`src/design/rpc_pkg.sv`:
```
package rpc_pkg;

    localparam int NUM_CHAN = 24;

    localparam logic [7:0] ADDR_LO_BASE = 8'h01;
    localparam logic [7:0] ADDR_DTRK_BASE = 8'h21;
    localparam logic [7:0] ADDR_STRK_BASE = 8'h41;

    localparam int SUBST_LSB = 5;
    localparam int MSB_INV_BIT = 4;
    localparam int ODD_INV_BIT = 3;
    localparam int EVEN_INV_BIT = 2;
    localparam int LSB_GAP_BIT = 1;
    localparam int CHAN_GAP_BIT = 0;
    localparam int TEST_BIT = 6;
    localparam int SIG_TRUNK_BIT = 4;

    localparam logic [7:0] REG_RESET = 8'h00;
    localparam logic EXT_EN_RESET = 1'b1;
    localparam logic [7:0] STRK_RD_MASK = 8'h5F;

    localparam logic [2:0] SUB_NONE = 3'h0;
    localparam logic [2:0] SUB_DTRK = 3'h1;
    localparam logic [2:0] SUB_ALAW = 3'h2;
    localparam logic [2:0] SUB_ULAW = 3'h3;

    localparam logic [7:0] INV_MSB_MASK = 8'h80;
    localparam logic [7:0] INV_ODD_MASK = 8'h2A;
    localparam logic [7:0] INV_EVEN_MASK = 8'h55;
    localparam logic [7:0] GAP_NONE = 8'h00;
    localparam logic [7:0] GAP_LSB_MASK = 8'h01;
    localparam logic [7:0] GAP_ALL_MASK = 8'hFF;
    localparam logic [7:0] TEST_MASK_W8 = 8'hFF;
    localparam logic [7:0] TEST_MASK_W7 = 8'hFE;

    localparam logic [1:0] PRBS_MODE_W8 = 2'h1;
    localparam logic [1:0] PRBS_MODE_W7 = 2'h2;

    // Milliwatt sequences, frame phase 0 in the low byte
    localparam logic [63:0] ALAW_MW = 64'hB4A1A1B4_34212134;
    localparam logic [63:0] ULAW_MW = 64'h9E8B8B9E_1E0B0B1E;

    typedef enum logic [1:0] {FMT_SF, FMT_ESF, FMT_DM, FMT_SLC96} rpc_fmt_e;

    typedef struct packed {
        logic valid;
        logic [4:0] chan;
        logic [7:0] octet;
        logic sig_valid;
        logic [3:0] sig;
    } rpc_line_s;

    typedef struct packed {
        logic valid;
        logic [4:0] chan;
        logic [7:0] octet;
        logic sig_valid;
        logic [3:0] sig;
        logic [7:0] gap;
    } rpc_bp_s;

endpackage

```
`src/design/rpc_top.sv`:
```
// What this block does
// - Signaling buffer 01H-18H, one per channel
// - Extract enable captures ABCD while frame synced, except in DM format
// - Captured ABCD read-only in bits 3..0
// - SF format: C,D repeat A,B
// - Control 01H, data trunk 21H, signaling 41H
// - Per-channel selector only when global is 000
// - Selector: none, trunk, A-law, mu-law milliwatt
// - Three inversion controls: MSB, odd, even bits
// - Gapping only in master mode with enable
// - LSB gap bit 8; channel gap whole
// - Eight-bit data trunk code per channel
// - Test bit routes to detector or generator
// - Test only in 8-bit or 7-bit mode
// - Selected channels form one continuous stream
// - Signaling trunk enable substitutes trunk code
// - Global or per-channel enable selects trunk code
// - Read: address with read, data appears
`timescale 1ns/1ps
`default_nettype none
module rpc_top #(
    parameter int NUM_CHAN = rpc_pkg::NUM_CHAN
) (
    input wire logic clock_in,
    input wire logic nrst_in,
    input wire rpc_pkg::rpc_line_s line_in,
    input wire logic [7:0] prbs_gen_octet_in,
    input wire rpc_pkg::rpc_fmt_e fmt_in,
    input wire logic frame_sync_in,
    input wire logic [2:0] global_substitution_sel_in,
    input wire logic global_sig_trunk_en_in,
    input wire logic rx_clock_master_in,
    input wire logic per_chan_ctrl_en_in,
    input wire logic [1:0] prbs_width_mode_in,
    input wire logic prbs_direction_in,
    input wire logic ind_data_wr_in,
    input wire logic [7:0] ind_data_in,
    input wire logic acc_wr_in,
    input wire logic acc_bank_in,
    input wire logic [7:0] acc_addr_in,
    input wire logic read_not_write_in,
    output var logic [7:0] ind_data_out,
    output var rpc_pkg::rpc_bp_s bp_out,
    output var logic prbs_det_valid_out,
    output var logic [7:0] prbs_det_octet_out,
    output var logic prbs_det_seven_out,
    output var logic prbs_gen_take_out
);

    localparam logic [7:0] SPAN = 8'(NUM_CHAN);
    localparam logic [4:0] LAST_CHAN = 5'(NUM_CHAN - 1);

    logic rst_meta_r;
    logic rst_n_r;

    always_ff @(posedge clock_in or negedge nrst_in) begin
        if (!nrst_in) begin
            rst_meta_r <= 1'b0;
            rst_n_r <= 1'b0;
        end else begin
            rst_meta_r <= 1'b1;
            rst_n_r <= rst_meta_r;
        end
    end

    logic [7:0] ctrl_r [NUM_CHAN];
    logic [7:0] dtrk_r [NUM_CHAN];
    logic [7:0] strk_r [NUM_CHAN];
    logic ext_en_r [NUM_CHAN];
    logic [3:0] ext_sig_r [NUM_CHAN];
    logic [2:0] mw_phase_r;

    // Indirect access decode
    wire logic [7:0] off_lo = acc_addr_in - rpc_pkg::ADDR_LO_BASE;
    wire logic [7:0] off_dtrk = acc_addr_in - rpc_pkg::ADDR_DTRK_BASE;
    wire logic [7:0] off_strk = acc_addr_in - rpc_pkg::ADDR_STRK_BASE;
    wire logic hit_lo = off_lo < SPAN;
    wire logic hit_dtrk = off_dtrk < SPAN;
    wire logic hit_strk = off_strk < SPAN;
    wire logic [4:0] idx_lo = off_lo[4:0];
    wire logic [4:0] idx_dtrk = off_dtrk[4:0];
    wire logic [4:0] idx_strk = off_strk[4:0];
    wire logic wr_w = acc_wr_in && !read_not_write_in;
    wire logic rd_w = acc_wr_in && read_not_write_in;

    wire logic [7:0] rd_ext_w = hit_lo ?
        {3'h0, ext_en_r[idx_lo], ext_sig_r[idx_lo]} : 8'h00;
    wire logic [7:0] rd_plc_w = hit_lo ? ctrl_r[idx_lo] :
        hit_dtrk ? dtrk_r[idx_dtrk] :
        hit_strk ? (strk_r[idx_strk] & rpc_pkg::STRK_RD_MASK) : 8'h00;
    wire logic [7:0] rd_data_w = acc_bank_in ? rd_plc_w : rd_ext_w;

    always_ff @(posedge clock_in or negedge rst_n_r) begin
        if (!rst_n_r) begin
            ind_data_out <= rpc_pkg::REG_RESET;
        end else if (rd_w) begin
            ind_data_out <= rd_data_w;
        end else if (ind_data_wr_in) begin
            ind_data_out <= ind_data_in;
        end
    end

    // Extraction only in framed formats that carry signaling
    wire logic sync_ok = frame_sync_in && (fmt_in != rpc_pkg::FMT_DM);
    wire logic is_sf = fmt_in == rpc_pkg::FMT_SF;
    wire logic [3:0] sig_cap_w = is_sf ? {line_in.sig[3:2], line_in.sig[3:2]} :
        line_in.sig;

    for (genvar c = 0; c < NUM_CHAN; c++) begin : g_chan
        localparam logic [4:0] CI = 5'(c);
        wire logic ext_we = wr_w && !acc_bank_in && hit_lo && idx_lo == CI;
        wire logic ctrl_we = wr_w && acc_bank_in && hit_lo && idx_lo == CI;
        wire logic dtrk_we = wr_w && acc_bank_in && hit_dtrk && idx_dtrk == CI;
        wire logic strk_we = wr_w && acc_bank_in && hit_strk && idx_strk == CI;
        wire logic cap = line_in.valid && line_in.sig_valid && line_in.chan == CI &&
            ext_en_r[c] && sync_ok;

        always_ff @(posedge clock_in or negedge rst_n_r) begin
            if (!rst_n_r) begin
                ctrl_r[c] <= rpc_pkg::REG_RESET;
                dtrk_r[c] <= rpc_pkg::REG_RESET;
                strk_r[c] <= rpc_pkg::REG_RESET;
                ext_en_r[c] <= rpc_pkg::EXT_EN_RESET;
                ext_sig_r[c] <= 4'h0;
            end else begin
                if (ctrl_we) begin
                    ctrl_r[c] <= ind_data_out;
                end
                if (dtrk_we) begin
                    dtrk_r[c] <= ind_data_out;
                end
                if (strk_we) begin
                    strk_r[c] <= ind_data_out & rpc_pkg::STRK_RD_MASK;
                end
                if (ext_we) begin
                    ext_en_r[c] <= ind_data_out[rpc_pkg::SIG_TRUNK_BIT];
                end
                if (cap) begin
                    ext_sig_r[c] <= sig_cap_w;
                end
            end
        end

    end

    // Payload path
    wire logic [4:0] ch = line_in.chan;
    wire logic ch_ok = line_in.valid && ch < 5'(NUM_CHAN);
    wire logic [7:0] cc = ctrl_r[ch];
    wire logic [7:0] sc = strk_r[ch];
    wire logic [7:0] dt = dtrk_r[ch];

    wire logic [2:0] eff_sel = (global_substitution_sel_in != rpc_pkg::SUB_NONE) ?
        global_substitution_sel_in : cc[rpc_pkg::SUBST_LSB +: 3];
    wire logic [5:0] mw_idx = {mw_phase_r, 3'h0};
    wire logic [7:0] alaw_w = rpc_pkg::ALAW_MW[mw_idx +: 8];
    wire logic [7:0] ulaw_w = rpc_pkg::ULAW_MW[mw_idx +: 8];
    wire logic [7:0] sub_octet = (eff_sel == rpc_pkg::SUB_DTRK) ? dt :
        (eff_sel == rpc_pkg::SUB_ALAW) ? alaw_w :
        (eff_sel == rpc_pkg::SUB_ULAW) ? ulaw_w :
        line_in.octet;

    wire logic [7:0] inv_mask =
        (cc[rpc_pkg::MSB_INV_BIT] ? rpc_pkg::INV_MSB_MASK : 8'h00) |
        (cc[rpc_pkg::ODD_INV_BIT] ? rpc_pkg::INV_ODD_MASK : 8'h00) |
        (cc[rpc_pkg::EVEN_INV_BIT] ? rpc_pkg::INV_EVEN_MASK : 8'h00);
    wire logic [7:0] cond_octet = sub_octet ^ inv_mask;

    wire logic mode_w7 = prbs_width_mode_in == rpc_pkg::PRBS_MODE_W7;
    wire logic test_on = sc[rpc_pkg::TEST_BIT] &&
        (mode_w7 || prbs_width_mode_in == rpc_pkg::PRBS_MODE_W8);
    wire logic [7:0] test_mask = mode_w7 ? rpc_pkg::TEST_MASK_W7 : rpc_pkg::TEST_MASK_W8;
    wire logic gen_on = test_on && prbs_direction_in;
    wire logic det_on = test_on && !prbs_direction_in;
    wire logic [7:0] out_octet = gen_on ?
        ((cond_octet & ~test_mask) | (prbs_gen_octet_in & test_mask)) : cond_octet;

    wire logic sig_trunk = global_sig_trunk_en_in || sc[rpc_pkg::SIG_TRUNK_BIT];
    wire logic [3:0] out_sig = sig_trunk ? sc[3:0] : line_in.sig;

    wire logic gap_ok = rx_clock_master_in && per_chan_ctrl_en_in;
    wire logic [7:0] gap_w = !gap_ok ? rpc_pkg::GAP_NONE :
        cc[rpc_pkg::CHAN_GAP_BIT] ? rpc_pkg::GAP_ALL_MASK :
        cc[rpc_pkg::LSB_GAP_BIT] ? rpc_pkg::GAP_LSB_MASK : rpc_pkg::GAP_NONE;

    always_ff @(posedge clock_in or negedge rst_n_r) begin
        if (!rst_n_r) begin
            mw_phase_r <= 3'h0;
        end else if (line_in.valid && ch == LAST_CHAN) begin
            mw_phase_r <= mw_phase_r + 3'h1;
        end
    end

    always_ff @(posedge clock_in or negedge rst_n_r) begin
        if (!rst_n_r) begin
            bp_out <= '0;
        end else begin
            bp_out <= {ch_ok, ch, out_octet, line_in.sig_valid && ch_ok, out_sig, gap_w};
        end
    end

    // Selected channels feed the pattern logic back to back
    always_ff @(posedge clock_in or negedge rst_n_r) begin
        if (!rst_n_r) begin
            prbs_det_valid_out <= 1'b0;
            prbs_det_octet_out <= 8'h00;
            prbs_det_seven_out <= 1'b0;
            prbs_gen_take_out <= 1'b0;
        end else begin
            prbs_det_valid_out <= ch_ok && det_on;
            prbs_det_octet_out <= line_in.octet;
            prbs_det_seven_out <= mode_w7;
            prbs_gen_take_out <= ch_ok && gen_on;
        end
    end

    wire logic plain_w = ch_ok && !gen_on && inv_mask == 8'h00;
endmodule
`default_nettype wire

```
`config.mk`:
```
export PLATFORM = sky130hd
export DESIGN_NAME = rpc_top
export DESIGN_NICKNAME = d
export VERILOG_FILES = /design/src/design/rpc_pkg.sv /design/src/design/rpc_top.sv
export SDC_FILE = /design/constraint.sdc
export NUM_CORES = 1
export LEC_CHECK = 0
export BUFFER_PORTS_ARGS = -buffer_cell sky130_fd_sc_hd__buf_2
export CORE_MARGIN = 4
export CORE_UTILIZATION = 40
export CTS_BUF_LIST = sky130_fd_sc_hd__clkbuf_8
export DETAILED_ROUTE_END_ITERATION = 7
export GPL_TIMING_DRIVEN = 0
export REMOVE_ABC_BUFFERS = 1
export SETUP_SLACK_MARGIN = 0.3
export SYNTH_ARGS = -nofsm -noshare
export SYNTH_HDL_FRONTEND = slang
export SYNTH_SLANG_ARGS = --single-unit
```
`constraint.sdc`:
```
create_clock -name clock_in -period 33 [get_ports clock_in]
set_input_delay 3.3 -clock clock_in [delete_from_list [all_inputs] [get_ports clock_in]]
set_output_delay 3.3 -clock clock_in [all_outputs]
set_load 0.05 [all_outputs]
```
### Word level (Yosys, flattened, before mapping)

Cells that the tools add are included.

| word-level totals | value |
|---|---|
| logic and storage cells | 501 |
| output and inout bits | 46 |
| bits in registers | 699 |

| cells by class | value |
|---|---|
| muxes and demuxes | 45 |
| bitwise operators | 11 |
| equality and inequality tests | 98 |
| $add $sub $neg | 4 |
| magnitude comparators | 8 |
| reductions and logical operators | 199 |
| shifts and indexed selects | 2 |

Operators with widths:

| cell | number |
|---|---|
| 8-bit binary-select mux with 5-bit select | 6 |
| 1-bit logical AND | 187 |
| 5-bit by 4-bit equality test with 1-bit output, second input constant | 32 |
| 5-bit equality test, second input constant | 32 |
| 8-bit 2-to-1 mux | 20 |
| 64-bit by 7-bit variable part select with 8-bit output, first input constant | 2 |
| 5-bit by 3-bit equality test with 1-bit output, second input constant | 16 |
| 7-bit 2-to-1 mux | 6 |
| 5-bit by 2-bit equality test with 1-bit output, second input constant | 8 |
| 6-bit >= comparator, second input constant | 4 |
| 8-bit by 5-bit < comparator with 1-bit output, second input constant | 3 |
| 5-bit NOT with 6-bit output | 4 |
| 4-bit binary-select mux with 5-bit select | 1 |
| 5-bit by 1-bit equality test with 1-bit output, second input constant | 4 |
| 5-bit logical NOT | 4 |
| 8-bit AND | 2 |
| 4-bit 2-to-1 mux | 3 |
| 8-bit NOT | 1 |
| 8-bit by 6-bit bitwise OR with 8-bit output | 1 |
| 8-bit by 7-bit bitwise OR with 8-bit output | 1 |
| 8-bit bitwise OR | 1 |
| 8-bit by 1-bit subtractor with 8-bit output, second input constant | 1 |
| 8-bit by 6-bit subtractor with 8-bit output, second input constant | 1 |
| 8-bit by 7-bit subtractor with 8-bit output, second input constant | 1 |
| 19 further kinds | 26 |

### Depth between registers and ports, before layout

| depth | value |
|---|---|
| depth after elaboration | 13 |
| gate-level depth with buffers | 16 |

### Worst setup path after synthesis

Ideal clock, no wire load.

| path | value |
|---|---|
| path kind | input port to flip-flop |
| start | input acc_addr_in[0] |
| end | register ind_data_out[6] |
| data arrival time | 6548 ps |
| path slack | 26332 ps |
| required time | 32881 ps |
| buffers on the path | 5 |
| stages on the path | 13 |
| path through | buf_6 > buf_4 > buf_2 > clkinv_1 > ha_1 > buf_2 > xnor2_2 > buf_4 > mux4_2 > a22oi_1 > o221ai_1 > a31oi_1 > nor2_1 |

| between the ends | value |
|---|---|
| cells in the longest elaborated chain, start to end | 10 |
| elaborated cells on any way between the ends | 23 |
| classes of those cells | add/sub: 3; order compare: 3; mux: 14; bitwise: 3 |

Ends and longest elaborated chain:

| element | RTL line | RTL |
|---|---|---|
| start, declared | rpc_top.sv:40 | `input wire logic [7:0] acc_addr_in,` |
| 8-bit by 7-bit subtractor with 8-bit output | rpc_top.sv:76 | `wire logic [7:0] off_strk = acc_addr_in - rpc_pkg::ADDR_STRK_BASE;` |
| 5-bit NOT with 6-bit output (not written as such) | rpc_top.sv:90 | `hit_strk ? (strk_r[idx_strk] & rpc_pkg::STRK_RD_MASK) : 8'h00;` |
| 8-bit binary-select mux with 5-bit select | rpc_top.sv:90 |  |
| 7-bit 2-to-1 mux (not written as such) (2 in a row) | rpc_top.sv:90 |  |
| 7-bit 2-to-1 mux | rpc_top.sv:90 |  |
| 8-bit 2-to-1 mux | rpc_top.sv:89 | `hit_dtrk ? dtrk_r[idx_dtrk] :` |
| 8-bit 2-to-1 mux * | rpc_top.sv:88 | `wire logic [7:0] rd_plc_w = hit_lo ? ctrl_r[idx_lo] :` |
| 8-bit 2-to-1 mux * | rpc_top.sv:91 | `wire logic [7:0] rd_data_w = acc_bank_in ? rd_plc_w : rd_ext_w;` |
| 8-bit 2-to-1 mux * | rpc_top.sv:96 | `end else if (rd_w) begin` |
| end signal, assigned | rpc_top.sv:95 | `ind_data_out <= rpc_pkg::REG_RESET;` |
| end signal, assigned | rpc_top.sv:97 | `ind_data_out <= rd_data_w;` |
| end signal, assigned | rpc_top.sv:99 | `ind_data_out <= ind_data_in;` |
| end, declared | rpc_top.sv:42 | `output var logic [7:0] ind_data_out,` |

Mark *: on every way between the ends. The rest lies on a longest branch, timed or not. The select of a mux whose other input is x is not followed.
A chain may end at the register's enable or synchronous reset.

### Worst setup path after layout

| path | value |
|---|---|
| start | input acc_addr_in[0] |
| end | register dtrk_r[76] (netlist name) |

| between the ends | value |
|---|---|
| cells in the longest elaborated chain, start to end | 4 |
| elaborated cells on any way between the ends | 5 |
| classes of those cells | add/sub: 1; order compare: 1; eq/ne: 1; reduce/logical: 2 |

Ends and longest elaborated chain:

| element | RTL line | RTL |
|---|---|---|
| 8-bit by 6-bit subtractor with 8-bit output * | rpc_top.sv:75 | `wire logic [7:0] off_dtrk = acc_addr_in - rpc_pkg::ADDR_DTRK_BASE;` |
| 8-bit by 5-bit < comparator with 1-bit output | rpc_top.sv:78 | `wire logic hit_dtrk = off_dtrk < SPAN;` |
| 1-bit logical AND | rpc_top.sv:113 | `wire logic dtrk_we = wr_w && acc_bank_in && hit_dtrk && idx_dtrk == CI;` |
| 1-bit logical AND * | rpc_top.sv:113 |  |
| end signal, assigned by index | rpc_top.sv:121 | `dtrk_r[c] <= rpc_pkg::REG_RESET;` |
| end signal, assigned by index | rpc_top.sv:130 | `dtrk_r[c] <= ind_data_out;` |
| end, declared | rpc_top.sv:67 | `logic [7:0] dtrk_r [NUM_CHAN];` |

Mark *: on every way between the ends. The rest lies on a longest branch, timed or not.

==> impl_metrics.ini <==
[critical_path]
crit_type = in -> reg
r2r_setup_slack_ns = 29.96
worstPathArrival_ns = 8.52
timing.critical_path.to = dtrk_r[76]
startpoint_type = input pin
crit_path_max_fanout = 60
critical_path_required_ns = 33.60
setup.worst_path.start = acc_addr_in[0]
setup.worst_path.end_class = flop
r2r-start = strk_r[102]
worstReg2RegEnd = bp_out[16]
rr_worst_depth = 6

[timing]
setup-tns-final_ns = 0
hold_violations = 0
finClkSkew_ns = 0.0671
drv_slew = 0
setup_slack_ns = 25.07
slew_headroom_pct = 6.01
tightestPinTransition_ns = 1.41
fin_crit_ns = 7.93
whs_ns = 0.349
rsz0062_at_grt = no
timing.final.crit_share_pct = 24.0
setup_viol = 0
fmax_mhz = 126

[status]
status = finished, final reports clean

[detailed_routing]
drc = 0
ant_nets = 0
first_iter_violations = 2163
drtPass1Iterations = 5
routed_wl_um = 112000
drt-wirelength-per-cell_um = 28.6
via_count = 24200
vias_per_cell = 6.19

[finish]
syn2layout_area_growth_pct = 12.4
nets = 2688
final_util_pct = 45.3
drive_gt1_share_pct = 50.3

[cts]
cts_setup_buffers = 0
htreeDepth = 3
clk_latency_ns = 0.78
cts_buffer_depth = 3
cts_tree = yes
cts_root_buffer = clkbuf_8
cts_resized = 0
numClockSinks = 693
cts_hold_buf = 0
clkTransAtPathRegs_ns = 0.06
cts_buffers = 117

[run]
maxCapViolations = 0

[placement]
gp_congestion = 0.841
post-place-ws_ns = 24.33
port_buffers = 106
place_hpwl_um = 73900

[floorplanning]
core_sq_mm = 0.0917
core.rowCount = 111
ios = 107
die_h_um = 312
dieArea_sq_mm = 0.0974
start_util_pct = 40.4
die_x_um = 312

[logic_synthesis]
synth_area_sq_mm = 0.0370
syn_inst = 2562
syn_avg_cell_area_sq_um = 14.4
yosysSeqAreaShare_pct = 47.0
yosys.area.top_type = dfrtp_1
synth_edf_count = 0
ys_warn_count = 0
ys_types = 91
synth_top_area_share_pct = 45.3
synth.top_cells.by_count = dfrtp_1 (669), mux2_2 (594), mux4_2 (308)
synth.most_common_cell = dfrtp_1
ys_async_sr_fraction_pct = 100
ys_top_cells_by_area = dfrtp_1 (45%), mux4_2 (19%), mux2_2 (18%)
ys_ff_latch = 693
ys.flop_type = dfrtp_1

[grt]
grt_pass1_vias = 25600
grt_max_degree = 88
grt_pass1_wl_um = 169000
grt_usage_pct = 23.0
antenna_found_initial = 4
grt-ovfl-total = 0

[power_and_ir_drop]
power_per_cell_area_mw_per_mm2 = 45.5
intPower_uw = 1380
p_leak_uw = 0.0185
switchingPower_uw = 514
ir_drop_mv = 0.0309
finalPower_uw = 1890
switching_share_pct = 27.2
seq_power_share_pct = 46.8
pwr-share-clk_pct = 42.8
pwr-share-comb_pct = 10.4

[hold_path]
hp-class = reg -> reg
==> how the worst min path moves through the flow <==
stage                     slack [ns]  depth (start not counted)  startpoint       to
after floorplan                 0.33                          0  rst_meta_r  rst_n_r
after global placement          0.33                          0  rst_meta_r  rst_n_r
after detailed placement        0.34                          0  rst_meta_r  rst_n_r
after CTS                       0.35                          0  rst_meta_r  rst_n_r
final                           0.35                          0  rst_meta_r  rst_n_r
after global routing            0.35                          0  rst_meta_r  rst_n_r
==> per-stage QoR <==
stage | cells | area, sq um
2_1_floorplan | 2356 | 35900
3_3_place_gp | 3648 | 38000
3_5_place_dp | 3688 | 39000
4_1_cts | 3904 | 41600
5_1_grt | 3905 | 41600
6_report | 3908 | 41600
==> area by class of cell <==
class                           instances  area (sq um)
Clock buffer                          159          2190
Antenna cell                            4          10.0
Timing Repair Buffer                  146          1490
Sequential cell                       693         17400
Inverter                               17          63.8
Clock inverter                         57           328
Fill cell                            8031         50100
Tap cell                             1186          1480
Multi-Input combinational cell       1646         18600
==> power by group through the flow <==
| stage | Combinational [uW] | Sequential [uW] | Clock [uW] |
|---|---|---|---|
| 2_1_floorplan | 76.2 | 921 | 0 |
| 3_3_place_gp | 158 | 924 | 0 |
| 3_5_place_dp | 198 | 900 | 0 |
| 4_1_cts | 198 | 885 | 830 |
| 5_1_grt | 210 | 887 | 870 |
| 6_report | 197 | 885 | 809 |
==> kinds of logic (layout without fill, tap and decap cells) <==
group,Yosys count,after routing,synth area share [%]
mux,972,972,38.9
flops,693,693,47.0
simple gates,435,435,6.46
buf+inv,223,379,3.00
compound gates,217,217,4.12
xor+xnor,15,15,0.396
fa+ha+maj,6,6,0.203
other cells,1,5,0.0101
==> flip-flops by register name, indices dropped and copies added (netlist names) <==
signal              count
prbs_det_valid_out      1
ext_en_r               24
ext_sig_r              96
strk_r                144
bp_out                 21
rst_n_r                 1
prbs_gen_take_out       1
prbs_det_seven_out      1
dtrk_r                192
mw_phase_r              3
prbs_det_octet_out      8
ctrl_r                192
rst_meta_r              1
ind_data_out            8
==> per-layer routing <==
metal,part of all wire (%),vias up,GRT usage [%]
li1,-,9942,-
met4,3.6,2,8.06
met3,7.6,245,5.37
met1,41,13000,30.7
met2,48,1037,37.1
met5,0.011,-,0
==> critical path, cell delays in order <==
cell and delay (ns):
buf_8 0.40, buf_16 0.46, clkinv_1 0.54, ha_4 0.47, nor4b_2 0.24, xnor2_1 0.25
nand3_1 0.12, a211o_1 0.37, inv_1 0.15, nand2_1 0.76, nor2_2 0.93, mux2_2 0.42
==> placed cells by master (no fill, tap or decap), drive strengths merged, types with 35 or more instances in the layout <==
master,n
a21oi,46
dfrtp,669
mux4,309
nor2,161
o21ai,54
nand3,35
clkbuf,159
buf,146
mux2i,43
mux2,620
nand2,139
inv,53
Power figures use the tool's default switching activity.
